## src/rtl/apu_map.vh

```
`ifndef APU_MAP_VH
`define APU_MAP_VH

// ==========================================
// Upload framing
`define APU_POS_W        32
`define APU_SUM_W        6
`define APU_POS_UNITS    5'h10
`define APU_LAST_UNIT    5'h12
`define APU_UNIT_W       5

// ==========================================
// Timing
`define APU_CLK_HZ       50000000
`define APU_TIMEOUT_S    5
`define APU_CNT_W        28

// ==========================================
// Absolute system selection codes
`define APU_SEL_INCR     2'h0
`define APU_SEL_ABS_DIO  2'h1

// ==========================================
// Register offsets
`define APU_REG_CTRL     2'h0
`define APU_REG_STATUS   2'h1
`define APU_REG_POS      2'h2
`define APU_REG_SUM      2'h3

// ==========================================
// Register fields and reset values
`define APU_CTRL_EN_BIT  0
`define APU_CTRL_RESET   1'h1
`define APU_ZERO32       32'h0000_0000

// ==========================================
// Upload state codes
`define APU_ST_IDLE      3'h0
`define APU_ST_PREP      3'h1
`define APU_ST_READY     3'h2
`define APU_ST_SEND      3'h3
`define APU_ST_FINISH    3'h4
`define APU_ST_ABORT     3'h5

`endif

```

## src/rtl/apu_sync.v

```verilog
// ==========================================
// Two-flop synchroniser for one pin
module apu_sync (
  // Clock and reset
  input  wire clk,
  input  wire rstn,
  // Pin side
  input  wire pinIn,
  // Synchronised level
  output wire syncOut
);

  reg meta_r;
  reg sync_r;

  // Only the second flop is ever read
  always @(posedge clk or negedge rstn) begin
    if (!rstn) begin
      meta_r <= 1'b0;
      sync_r <= 1'b0;
    end else begin
      meta_r <= pinIn;
      sync_r <= meta_r;
    end
  end

  assign syncOut = sync_r;

endmodule // apu_sync

```

## src/rtl/apu_upload.v

```verilog
// Notes on behaviour
// - Upload mode reassigns three outputs to transfer
// - Low output carries unit bit zero
// - High output carries unit bit one
// - Ready low while preparing, high when done
// - Home set clears counter, stores home
// - Absolute system keeps both inputs repurposed
// - Outputs restored after upload completes
// - Absolute system: power stage turns on only in upload mode
// - Four-phase ready/request handshake per unit
// - Position sent as sixteen two-bit units
// - Checksum follows as three two-bit units
// - Correct completion asserts drive ready
// - Erase alarm at first power-up, sticky
// - Absolute selection effective after power cycle
// - Five second handshake timeout raises warning
// - Mode dropped mid-upload aborts with warning
// - Mode rising edge clears timeout warning
// - Checksum is six-bit sum of units
//
// The address-and-strobe port and the placing of the registers were decided locally.

`include "apu_map.vh"

module apu_upload #(
  parameter TIMEOUT_CYCLES = `APU_TIMEOUT_S * `APU_CLK_HZ
) (
  // Clock and reset
  input  wire        clk,
  input  wire        rstn,
  // Pins from the controller
  input  wire        positionUploadMode,
  input  wire        positionPairRequest,
  input  wire        homeSetClear,
  input  wire        servoOn,
  // Internal sources
  input  wire [31:0] absPosition,
  input  wire        positioningComplete,
  input  wire        zeroSpeedFlag,
  input  wire        torqueLimitActive,
  input  wire [1:0]  absSelectStored,
  input  wire        encoderNewlyConnected,
  // Output pins
  output reg         pin22Out_r,
  output reg         pin23Out_r,
  output reg         pin25Out_r,
  output reg         pin17Plain_r,
  output reg         pin18Plain_r,
  // Drive control
  output reg         powerStageEnable_r,
  output reg         driveReady_r,
  output reg         counterClear_r,
  output reg         backupWrite_r,
  output reg  [31:0] backupData_r,
  // Alarms
  output reg         transferTimeoutWarning_r,
  output reg         absEraseAlarm_r,
  // Register port
  input  wire [1:0]  regAddr,
  input  wire [31:0] regWdata,
  input  wire        regWr,
  input  wire        regRd,
  output reg  [31:0] regRdata_r
);

  // ==========================================
  // Derived timing
  localparam integer          TO_LIMIT_I = TIMEOUT_CYCLES - 1;
  localparam [`APU_CNT_W-1:0] TO_LIMIT   = TO_LIMIT_I[`APU_CNT_W-1:0];

  // ==========================================
  // Pin synchronisers
  wire modeSync;
  wire reqSync;
  wire homeSync;
  wire servoSync;

  apu_sync uSyncMode (
    .clk     (clk),
    .rstn    (rstn),
    .pinIn   (positionUploadMode),
    .syncOut (modeSync)
  );

  apu_sync uSyncReq (
    .clk     (clk),
    .rstn    (rstn),
    .pinIn   (positionPairRequest),
    .syncOut (reqSync)
  );

  apu_sync uSyncHome (
    .clk     (clk),
    .rstn    (rstn),
    .pinIn   (homeSetClear),
    .syncOut (homeSync)
  );

  apu_sync uSyncServo (
    .clk     (clk),
    .rstn    (rstn),
    .pinIn   (servoOn),
    .syncOut (servoSync)
  );

  // ==========================================
  // Power-up capture
  // Selection and erase alarm are caught once after reset release,
  // so a later change of the stored selection waits for a power cycle.
  reg        captured_r;
  reg        absActive_r;
  reg        uploadEn_r;

  always @(posedge clk or negedge rstn) begin
    if (!rstn) begin
      captured_r      <= 1'b0;
      absActive_r     <= 1'b0;
      absEraseAlarm_r <= 1'b0;
    end else if (!captured_r) begin
      captured_r      <= 1'b1;
      absActive_r     <= (absSelectStored == `APU_SEL_ABS_DIO);
      absEraseAlarm_r <= encoderNewlyConnected;
    end
  end

  // ==========================================
  // Edge detection on synchronised levels
  reg  modePrev_r;
  reg  homePrev_r;
  wire modeRise;
  wire homeRise;
  wire modeOn;

  // Input functions stay fixed for the whole power cycle
  assign modeOn   = absActive_r & modeSync;
  assign modeRise = modeOn & ~modePrev_r;
  assign homeRise = homeSync & ~homePrev_r;

  always @(posedge clk or negedge rstn) begin
    if (!rstn) begin
      modePrev_r <= 1'b0;
      homePrev_r <= 1'b0;
    end else begin
      modePrev_r <= modeOn;
      homePrev_r <= homeSync;
    end
  end

  // ==========================================
  // Upload state machine
  reg [2:0]            state_r;
  reg [2:0]            state_nxt;
  reg [`APU_UNIT_W-1:0] unit_r;
  reg [`APU_UNIT_W-1:0] unit_nxt;
  reg [31:0]           shift_r;
  reg [31:0]           shift_nxt;
  reg [31:0]           latchedPos_r;
  reg [`APU_SUM_W-1:0] sum_r;
  reg [`APU_SUM_W-1:0] sum_nxt;
  reg [`APU_SUM_W-1:0] lastSum_r;
  reg [1:0]            pair_r;
  reg [1:0]            pair_nxt;
  reg                  ready_r;
  reg                  ready_nxt;
  reg                  warnSet;
  reg                  done;
  reg [`APU_CNT_W-1:0] toCnt_r;
  wire                 timedOut;
  wire                 waiting;

  assign waiting  = (state_r == `APU_ST_READY) |
                    (state_r == `APU_ST_SEND)  |
                    (state_r == `APU_ST_FINISH);
  assign timedOut = waiting & (toCnt_r == TO_LIMIT);

  always @* begin
    state_nxt = state_r;
    unit_nxt  = unit_r;
    shift_nxt = shift_r;
    sum_nxt   = sum_r;
    pair_nxt  = pair_r;
    ready_nxt = ready_r;
    warnSet   = 1'b0;
    done      = 1'b0;
    case (state_r)
      `APU_ST_IDLE: begin
        ready_nxt = 1'b0;
        pair_nxt  = 2'b00;
        if (modeRise && uploadEn_r) begin
          state_nxt = `APU_ST_PREP;
          unit_nxt  = {`APU_UNIT_W{1'b0}};
          shift_nxt = absPosition;
          sum_nxt   = {`APU_SUM_W{1'b0}};
        end
      end
      `APU_ST_PREP: begin
        // Data latched, ready raised one cycle later
        state_nxt = `APU_ST_READY;
        ready_nxt = 1'b1;
      end
      `APU_ST_READY: begin
        if (reqSync) begin
          pair_nxt  = shift_r[1:0];
          shift_nxt = {2'b00, shift_r[31:2]};
          sum_nxt   = sum_r + {4'h0, shift_r[1:0]};
          ready_nxt = 1'b0;
          state_nxt = `APU_ST_SEND;
        end else if (timedOut) begin
          warnSet   = 1'b1;
          state_nxt = `APU_ST_ABORT;
        end
      end
      `APU_ST_SEND: begin
        if (!reqSync) begin
          ready_nxt = 1'b1;
          if (unit_r == `APU_LAST_UNIT) begin
            state_nxt = `APU_ST_FINISH;
          end else begin
            state_nxt = `APU_ST_READY;
          end
          unit_nxt = unit_r + 1'b1;
          if (unit_r == `APU_POS_UNITS - 1'b1) begin
            shift_nxt = {26'h0, sum_nxt};
          end
        end else if (timedOut) begin
          warnSet   = 1'b1;
          state_nxt = `APU_ST_ABORT;
        end
      end
      `APU_ST_FINISH: begin
        // Twentieth ready stays high until mode is released or the watchdog times out
        if (timedOut) begin
          warnSet   = 1'b1;
          state_nxt = `APU_ST_ABORT;
        end
      end
      `APU_ST_ABORT: begin
        ready_nxt = 1'b0;
      end
      default: begin
        state_nxt = `APU_ST_IDLE;
        ready_nxt = 1'b0;
      end
    endcase
    // Mode release ends any transfer; only a full one counts as done
    if (!modeOn && state_r != `APU_ST_IDLE) begin
      state_nxt = `APU_ST_IDLE;
      ready_nxt = 1'b0;
      if (state_r == `APU_ST_FINISH) begin
        done = 1'b1;
      end else if (state_r != `APU_ST_ABORT) begin
        warnSet = 1'b1;
      end
    end
  end

  always @(posedge clk or negedge rstn) begin
    if (!rstn) begin
      state_r      <= `APU_ST_IDLE;
      unit_r       <= {`APU_UNIT_W{1'b0}};
      shift_r      <= `APU_ZERO32;
      sum_r        <= {`APU_SUM_W{1'b0}};
      pair_r       <= 2'b00;
      ready_r      <= 1'b0;
      latchedPos_r <= `APU_ZERO32;
      lastSum_r    <= {`APU_SUM_W{1'b0}};
    end else begin
      state_r <= state_nxt;
      unit_r  <= unit_nxt;
      shift_r <= shift_nxt;
      sum_r   <= sum_nxt;
      pair_r  <= pair_nxt;
      ready_r <= ready_nxt;
      if (state_r == `APU_ST_IDLE && state_nxt == `APU_ST_PREP) begin
        latchedPos_r <= absPosition;
      end
      if (state_r == `APU_ST_SEND && unit_r == `APU_POS_UNITS - 1'b1
          && !reqSync) begin
        lastSum_r <= sum_nxt;
      end
    end
  end

  // ==========================================
  // Handshake watchdog, restarted on every ready edge
  always @(posedge clk or negedge rstn) begin
    if (!rstn) begin
      toCnt_r <= {`APU_CNT_W{1'b0}};
    end else if (!waiting || state_nxt != state_r) begin
      toCnt_r <= {`APU_CNT_W{1'b0}};
    end else if (!timedOut) begin
      toCnt_r <= toCnt_r + 1'b1;
    end
  end

  // ==========================================
  // Timeout warning
  // A mode rise and a new timeout cannot meet: a rise starts in idle.
  always @(posedge clk or negedge rstn) begin
    if (!rstn) begin
      transferTimeoutWarning_r <= 1'b0;
    end else if (warnSet) begin
      transferTimeoutWarning_r <= 1'b1;
    end else if (modeRise) begin
      transferTimeoutWarning_r <= 1'b0;
    end
  end

  // ==========================================
  // Output allocation
  // Normal functions are followed live, so the restored pins show
  // the current state rather than a stale snapshot.
  always @(posedge clk or negedge rstn) begin
    if (!rstn) begin
      pin22Out_r   <= 1'b0;
      pin23Out_r   <= 1'b0;
      pin25Out_r   <= 1'b0;
      pin17Plain_r <= 1'b0;
      pin18Plain_r <= 1'b0;
    end else if (modeOn) begin
      // Next pair, so the bits are valid in the cycle ready falls
      pin22Out_r <= pair_nxt[0] & ~ready_nxt;
      pin23Out_r <= pair_nxt[1] & ~ready_nxt;
      pin25Out_r <= ready_nxt;
    end else begin
      pin22Out_r   <= positioningComplete;
      pin23Out_r   <= zeroSpeedFlag;
      pin25Out_r   <= torqueLimitActive;
      pin17Plain_r <= ~absActive_r & modeSync;
      pin18Plain_r <= ~absActive_r & reqSync;
    end
  end

  // ==========================================
  // Power stage and drive ready
  always @(posedge clk or negedge rstn) begin
    if (!rstn) begin
      powerStageEnable_r <= 1'b0;
      driveReady_r       <= 1'b0;
    end else if (!servoSync) begin
      powerStageEnable_r <= 1'b0;
      driveReady_r       <= 1'b0;
    end else begin
      if (!absActive_r || modeOn) begin
        powerStageEnable_r <= 1'b1;
      end
      if (!absActive_r || done) begin
        driveReady_r <= 1'b1;
      end
    end
  end

  // ==========================================
  // Home position set
  always @(posedge clk or negedge rstn) begin
    if (!rstn) begin
      counterClear_r <= 1'b0;
      backupWrite_r  <= 1'b0;
      backupData_r   <= `APU_ZERO32;
    end else begin
      counterClear_r <= homeRise;
      backupWrite_r  <= homeRise;
      if (homeRise) begin
        backupData_r <= absPosition;
      end
    end
  end

  // ==========================================
  // Register port
  always @(posedge clk or negedge rstn) begin
    if (!rstn) begin
      uploadEn_r <= `APU_CTRL_RESET;
    end else if (regWr && regAddr == `APU_REG_CTRL) begin
      uploadEn_r <= regWdata[`APU_CTRL_EN_BIT];
    end
  end

  always @(posedge clk or negedge rstn) begin
    if (!rstn) begin
      regRdata_r <= `APU_ZERO32;
    end else if (regRd) begin
      case (regAddr)
        `APU_REG_CTRL:   regRdata_r <= {31'h0, uploadEn_r};
        `APU_REG_STATUS: regRdata_r <= {16'h0, 3'h0, unit_r,
                                        state_r, absEraseAlarm_r,
                                        transferTimeoutWarning_r,
                                        driveReady_r, absActive_r,
                                        modeOn};
        `APU_REG_POS:    regRdata_r <= latchedPos_r;
        `APU_REG_SUM:    regRdata_r <= {26'h0, lastSum_r};
        default:         regRdata_r <= `APU_ZERO32;
      endcase
    end else begin
      regRdata_r <= `APU_ZERO32;
    end
  end

endmodule // apu_upload

```

## config.mk

```make
export PLATFORM = sky130hd
export DESIGN_NAME = apu_upload
export DESIGN_NICKNAME = d
export VERILOG_FILES = /design/src/rtl/apu_sync.v /design/src/rtl/apu_upload.v
export VERILOG_INCLUDE_DIRS = /design/src /design/src/rtl
export SDC_FILE = /design/constraint.sdc
export NUM_CORES = 1
export LEC_CHECK = 0
export CAP_MARGIN = 25
export CELL_PAD_IN_SITES_DETAIL_PLACEMENT = 0
export CELL_PAD_IN_SITES_GLOBAL_PLACEMENT = 2
export CORE_AREA = 2 2 162 164
export DETAILED_ROUTE_END_ITERATION = 10
export DIE_AREA = 0 0 164 166
export DONT_BUFFER_PORTS = 1
export PLACE_DENSITY_LB_ADDON = 0.1
export SYNTH_ARGS = -nofsm -noshare
export SYNTH_HDL_FRONTEND = slang
export SYNTH_SLANG_ARGS = --single-unit
```

## constraint.sdc

```tcl
create_clock -name clk -period 6 [get_ports clk]
set_input_delay 0.6 -clock clk [delete_from_list [all_inputs] [get_ports clk]]
set_output_delay 0.6 -clock clk [all_outputs]
set_load 0.02 [all_outputs]
```

==> results.toml, run 1 <==
[outcome]
status = "complete, no violations"

[power]
p_total_uw = 3660
vdd_drop_max_uv = 183
power.leakage_uw = 0.00426
power.density_nw_per_um2 = 367

[synth]
ys_async_sr_fraction = 1.00
synth_common_cells = "dfrtp_1, mux2_2, nand2_1"
ys_seq_area_frac = 0.573
yosysTopAreaCell = "dfrtp_1"
syn_area_um2 = 8830
yosysMostFrequentCell = "dfrtp_1"
ys_ff_latch = 202
yosys_warnings = 0
syn_avg_cell_area_um2 = 11.8
synthFlopType = "dfrtp_1"
synth_edf_count = 0
synth.area.top_cells = "dfrtp_1, mux2_2, a22oi_1, o21ai_0, nand2_1"
synthesis.nets = 834
synth_cell_types = 69
synthCells = 747
yosysTopAreaCellShare = 0.570

[drt]
vias = 5787
firstDrtPassIters = 5
drt_iter0_drc = 345
final_antenna_net_count = 0
routed_wl_um = 21200
drc = 0
routedWlPerCell_um = 19.6
vias_per_cell = 5.35

[critical_path]
cp.arrival_ps = 3080
reg2reg_depth = 5
worstPathRequired_ps = 6340
regToRegStartpoint = "state_r[1]$_DFF_PN0_"
crit_fanout = 28
reg2reg_to = "toCnt_r[6]$_DFFE_PN0P_"
rrSetupSlack_ps = 3260
startpoint_type = "register"
critPathCaptureType = "register"
worst-setup-path-type = "reg -> reg"
crit_start = "state_r[1]$_DFF_PN0_"

[clock_network]
htreeDepth = 1
cts_resized = 0
cts_tree = "yes"
path_clk_slew_ps = 60
clk_latency_ps = 510
numCtsBuffers = 24
clock_path_buffers = 3
clock-root-buffer = "clkbuf_16"
cts_post_setup_buffers_inserted = 0
ctsHoldBuffers = 1
cts_sinks = 202

[placement]
portBuffers = 0
pre_cts_slack_ps = 3290
dp_hpwl_um = 13400
dp.cells = 1040
gp_congestion = 0.751

[floorplan]
io_pins = 155
dieArea_um2 = 27200
core-area_um2 = 25600
die_x_um = 164
initial_core_util = 0.345
rows = 59
die_y_um = 166

[grt]
grt_max_degree = 203
overflow = 0
grt_first_pass_wirelength_um = 34500
grtUsageTotal = 0.159
grt_pass1_vias = 6000
antenna_found_initial = 0

[sta]
max_freq_mhz = 365
post-route-period-util = 0.457
rsz0062_at_grt = "no"
period_minus_slack_ps = 2740
finalSetupViolCount = 0
final_max_slew_viol_count = 0
fin_skew_ps = 18.5
fin_ws_ps = 3260
fin_setup_tns_ps = 0
relSlewSlack = 0.268
finalHoldViolations = 0
tightest_slew_ps = 1100

[job]
drv_cap = 0

[finish]
area_growth_syn_to_layout_pct = 12.9
antenna_cells = 0
drive_above_1_share = 0.205
nets = 819
n_fill_cell = 2457
fin_cells = 1082
finish.utilization = 0.389

[hold_path]
worstHoldPathType = "in -> async"
## sequential cells by signal, summed over array words and instances (netlist names), 3 cells and up
name	flops
backupData_r	32
latchedPos_r	32
regRdata_r	32
shift_r	32
toCnt_r	28
lastSum_r	6
sum_r	6
unit_r	5
state_r	3
## metrics by stage
step / hold WS [ps] / area [µm²]
after global placement: 310 / 9070
after floorplan: 304 / 8830
after CTS: 80.3 / 9960
final: 89.3 / 9960
after global routing: 77.6 / 9960
after detailed placement: 312 / 9100
## cells in the final DEF (no fill, tap or decap), types with 4 or more instances in the layout
cell type	count
clkbuf_16	25
a22oi_1	36
and3_1	23
xor2_1	11
nor2_1	20
o21ai_0	49
a21oi_1	15
dfrtp_1	201
nand4_1	12
or3_1	7
nor2b_1	16
mux2_2	76
nand2_1	61
o31a_1	4
nand3_1	13
xnor2_1	9
mux2i_1	8
inv_1	11
ha_1	6
o22ai_1	6
and2_1	6
clkbuf_8	9
nand2b_1	6
nor3_2	10
a22o_1	5
nor3_1	20
buf_4	8
## cell type report
| class | count | area, µm² | share of cell area |
|---|---|---|---|
| Clock buffer | 36 | 757 | 0.0760 |
| Timing Repair Buffer | 10 | 115 | 0.0116 |
| Tap cell | 335 | 419 | 0.0421 |
| Sequential cell | 202 | 5060 | 0.507 |
| Multi-Input combinational cell | 481 | 3490 | 0.350 |
| Clock inverter | 5 | 78.8 | 0.00791 |
| Inverter | 13 | 48.8 | 0.00490 |
## per-layer routing
| metal | part of all wire | vias up | track usage |
|---|---|---|---|
| met4 | 0.014 | 0 | 0.0347 |
| met1 | 0.47 | 2947 | 0.225 |
| met5 | 0 | - | 0 |
| met2 | 0.44 | 140 | 0.242 |
| met3 | 0.075 | 28 | 0.0485 |
| li1 | - | 2672 | - |
## worst max-delay path, stage by stage, from the launching register on
cell	delay (ps)
dfrtp_1	880
nor2b_1	260
o2111ai_1	190
nor3_1	290
o221a_2	800
nor4_1	120
## power breakdown
group	switching (µW)	internal, µW	leakage [µW]
logic	148	176	0.00127
clock network	556	949	0.000415
registers	213	1610	0.00258
## kinds of logic (layout without fill, tap and decap cells)
logic type / after synthesis / after routing / synth area share
fa+ha+maj: 7 / 7 / 0.0108
buf+inv: 64 / 64 / 0.0333
simple gates: 223 / 223 / 0.143
xor+xnor: 20 / 20 / 0.0198
compound gates: 145 / 145 / 0.111
flops: 202 / 202 / 0.573
mux: 85 / 85 / 0.109
other cells: 1 / 1 / 0.000425
## worst max path at each step
stage	endpoint	cells after the start
after floorplan	toCnt_r[8]$_DFFE_PN0P_	9
after global placement	toCnt_r[5]$_DFFE_PN0P_	5
after detailed placement	toCnt_r[5]$_DFFE_PN0P_	5
after CTS	toCnt_r[6]$_DFFE_PN0P_	5
after global routing	toCnt_r[21]$_DFFE_PN0P_	5
final	toCnt_r[6]$_DFFE_PN0P_	5
Note: power is estimated with default switching activity, not from simulation.
==> run 2, diff against run 1 <==
clock period = 2.7 ns   (was 6 ns; I/O delays follow)
==> results.toml, run 2 (synthesis results as in run 1) <==
[critical_path]
crit_fanout = 6
crit_slowest_cell = "nor3b_1"
startpoint_type = "register"
reg2reg_depth = 6
crit_chain = "ha_1 -> and3_1 -> o2111ai_1 -> nor3b_1 -> a21oi_1 -> a2111oi_2"
critPathMaxStageDelay_ps = 670
reg2reg_to = "toCnt_r[4]$_DFFE_PN0P_"
rrSetupSlack_ps = 310
critPathCaptureType = "register"
cp.arrival_ps = 2810
worstPathRequired_ps = 3120
regToRegStartpoint = "toCnt_r[0]$_DFFE_PN0P_"
worst-setup-path-type = "reg -> reg"

[finish]
seq_area_um2 = 5060
mostFrequentLayoutCell = "dfrtp_1"
multi_input_area_um2 = 3490
area_growth_syn_to_layout_pct = 19.2
final_area_um2 = 10500
n_fill_cell = 2408
drive_above_1_share = 0.198
nets = 872
final_cell_mix = "dfrtp_1, mux2_2, nand2_1, o21ai_0, dlygate4sd3_1"

[power]
pwr-share-comb = 0.093
pwr-share-seq = 0.499
vdd_drop_max_uv = 545
power.leakage_uw = 0.00450
power.density_nw_per_um2 = 774
p_sw_uw = 2080
clock_power_share = 0.408
sw_frac_of_total = 0.255
internal_power_uw = 6060

[sta]
whs_ps = -562
relSlewSlack = 0.388
period_minus_slack_ps = 2390
fin_skew_ps = 15.5
rsz0062_at_grt = "no"
final_max_slew_viol_count = 0
fin_setup_tns_ps = 0
tightest_slew_ps = 918
finalHoldViolations = 202
max_freq_mhz = 418
post-route-period-util = 0.886
finalSetupViolCount = 0

[hold_path]
worstHoldPathType = "in -> async"

[floorplan]
core-area_um2 = 25600
io_pins = 155
die_y_um = 166
initial_core_util = 0.345
rows = 59
die_x_um = 164
dieArea_um2 = 27200

[placement]
dpl_cell_area_um2 = 9190
dp_hpwl_um = 13600
gp_congestion = 0.789
portBuffers = 0

[clock_network]
clock-root-buffer = "clkbuf_16"
ctsHoldBuffers = 48
numCtsBuffers = 24
cts_post_setup_buffers_inserted = 0
cts_sinks = 202
clock_path_buffers = 3
clk_latency_ps = 530
htreeDepth = 1
cts_tree = "yes"
path_clk_slew_ps = 60

[drt]
vias = 5903
final_antenna_net_count = 0
routedWlPerCell_um = 19.2
firstDrtPassIters = 5
drc = 0
drt_iter0_drc = 457
routed_wl_um = 21900
vias_per_cell = 5.18

[outcome]
status = "finished with violations"
failed_checks = "hold timing"

[grt]
grt_first_pass_wirelength_um = 35400
antenna_found_initial = 2
grt_max_degree = 203
grtUsageTotal = 0.164
overflow = 0
grt_pass1_vias = 6193

[job]
drv_cap = 0
-- run 2: cell types whose count changed in the layout (fill, tap and decap cells not counted), moves of 2 or more --
cell           before  now
buf_16              2    0
buf_12              0    6
dlygate4sd3_1       0   47
diode_2             0    2
clkbuf_1            2    6
buf_4               8   10
clkbuf_8            9    7
-- run 2: layer usage --
layer	routed length [µm]	share of wire	up-vias	track usage
li1	-	-	2777	-
met1	10500	0.48	2965	0.239
met2	9700	0.44	128	0.246
met3	1250	0.057	33	0.0385
met4	478	0.022	0	0.0442
met5	0	0	-	0
-- run 2: layout make-up --
class | count | share of cell area
flip-flops and latches | 202 | 0.481
multi-input cells | 481 | 0.332
clock buffers | 37 | 0.0684
repair buffers | 63 | 0.0633
well taps | 335 | 0.0398
clock inverters | 7 | 0.0107
inverters | 13 | 0.00464
diodes | 2 | 0.000476
-- run 2: stage by stage --
stage	util	cells	setup slack, ps	power [µW]
floorplan	-	747	604	4570
global placement	0.359	1046	190	4750
detailed placement	0.359	1046	145	4790
CTS	0.410	1138	118	8250
global route	0.411	1139	144	8540
finish	0.411	1140	308	8140
-- run 2: worst max-delay path: cells and delay by family (launching register included) --
family,cells,cell delay [ps]
AO/OA/AOI/OAI,3,750
flip-flops,1,410
adder cells (fa/ha/maj),1,210
AND/OR/NAND/NOR,2,920
-- run 2: power groups by stage --
| stage | clock network (µW) | registers (µW) | logic, µW |
|---|---|---|---|
| after detailed placement | 0 | 4120 | 674 |
| after floorplan | 0 | 3990 | 580 |
| after global routing | 3540 | 4140 | 865 |
| after global placement | 0 | 4100 | 649 |
| after CTS | 3420 | 4070 | 766 |
| final | 3320 | 4060 | 754 |
-- run 2: worst max path at each step --
| stage | slack [ps] | from | end | cells past startpoint |
|---|---|---|---|---|
| CTS | 120 | toCnt_r[0]$_DFFE_PN0P_ | toCnt_r[17]$_DFFE_PN0P_ | 8 |
| global route | 140 | toCnt_r[0]$_DFFE_PN0P_ | toCnt_r[4]$_DFFE_PN0P_ | 6 |
| detailed placement | 150 | toCnt_r[0]$_DFFE_PN0P_ | toCnt_r[26]$_DFFE_PN0P_ | 8 |
| floorplan | 600 | unit_r[0]$_DFFE_PN0P_ | toCnt_r[8]$_DFFE_PN0P_ | 9 |
| finish | 310 | toCnt_r[0]$_DFFE_PN0P_ | toCnt_r[4]$_DFFE_PN0P_ | 6 |
| global placement | 190 | toCnt_r[0]$_DFFE_PN0P_ | toCnt_r[5]$_DFFE_PN0P_ | 8 |
-- run 2: repair_timing --
| item | CTS | global route |
|---|---|---|
| gates resized for setup | 0 | 1 |
| endpoints found under the setup margin | 0 | 28 |
| hold endpoints to repair | 340 | 202 |
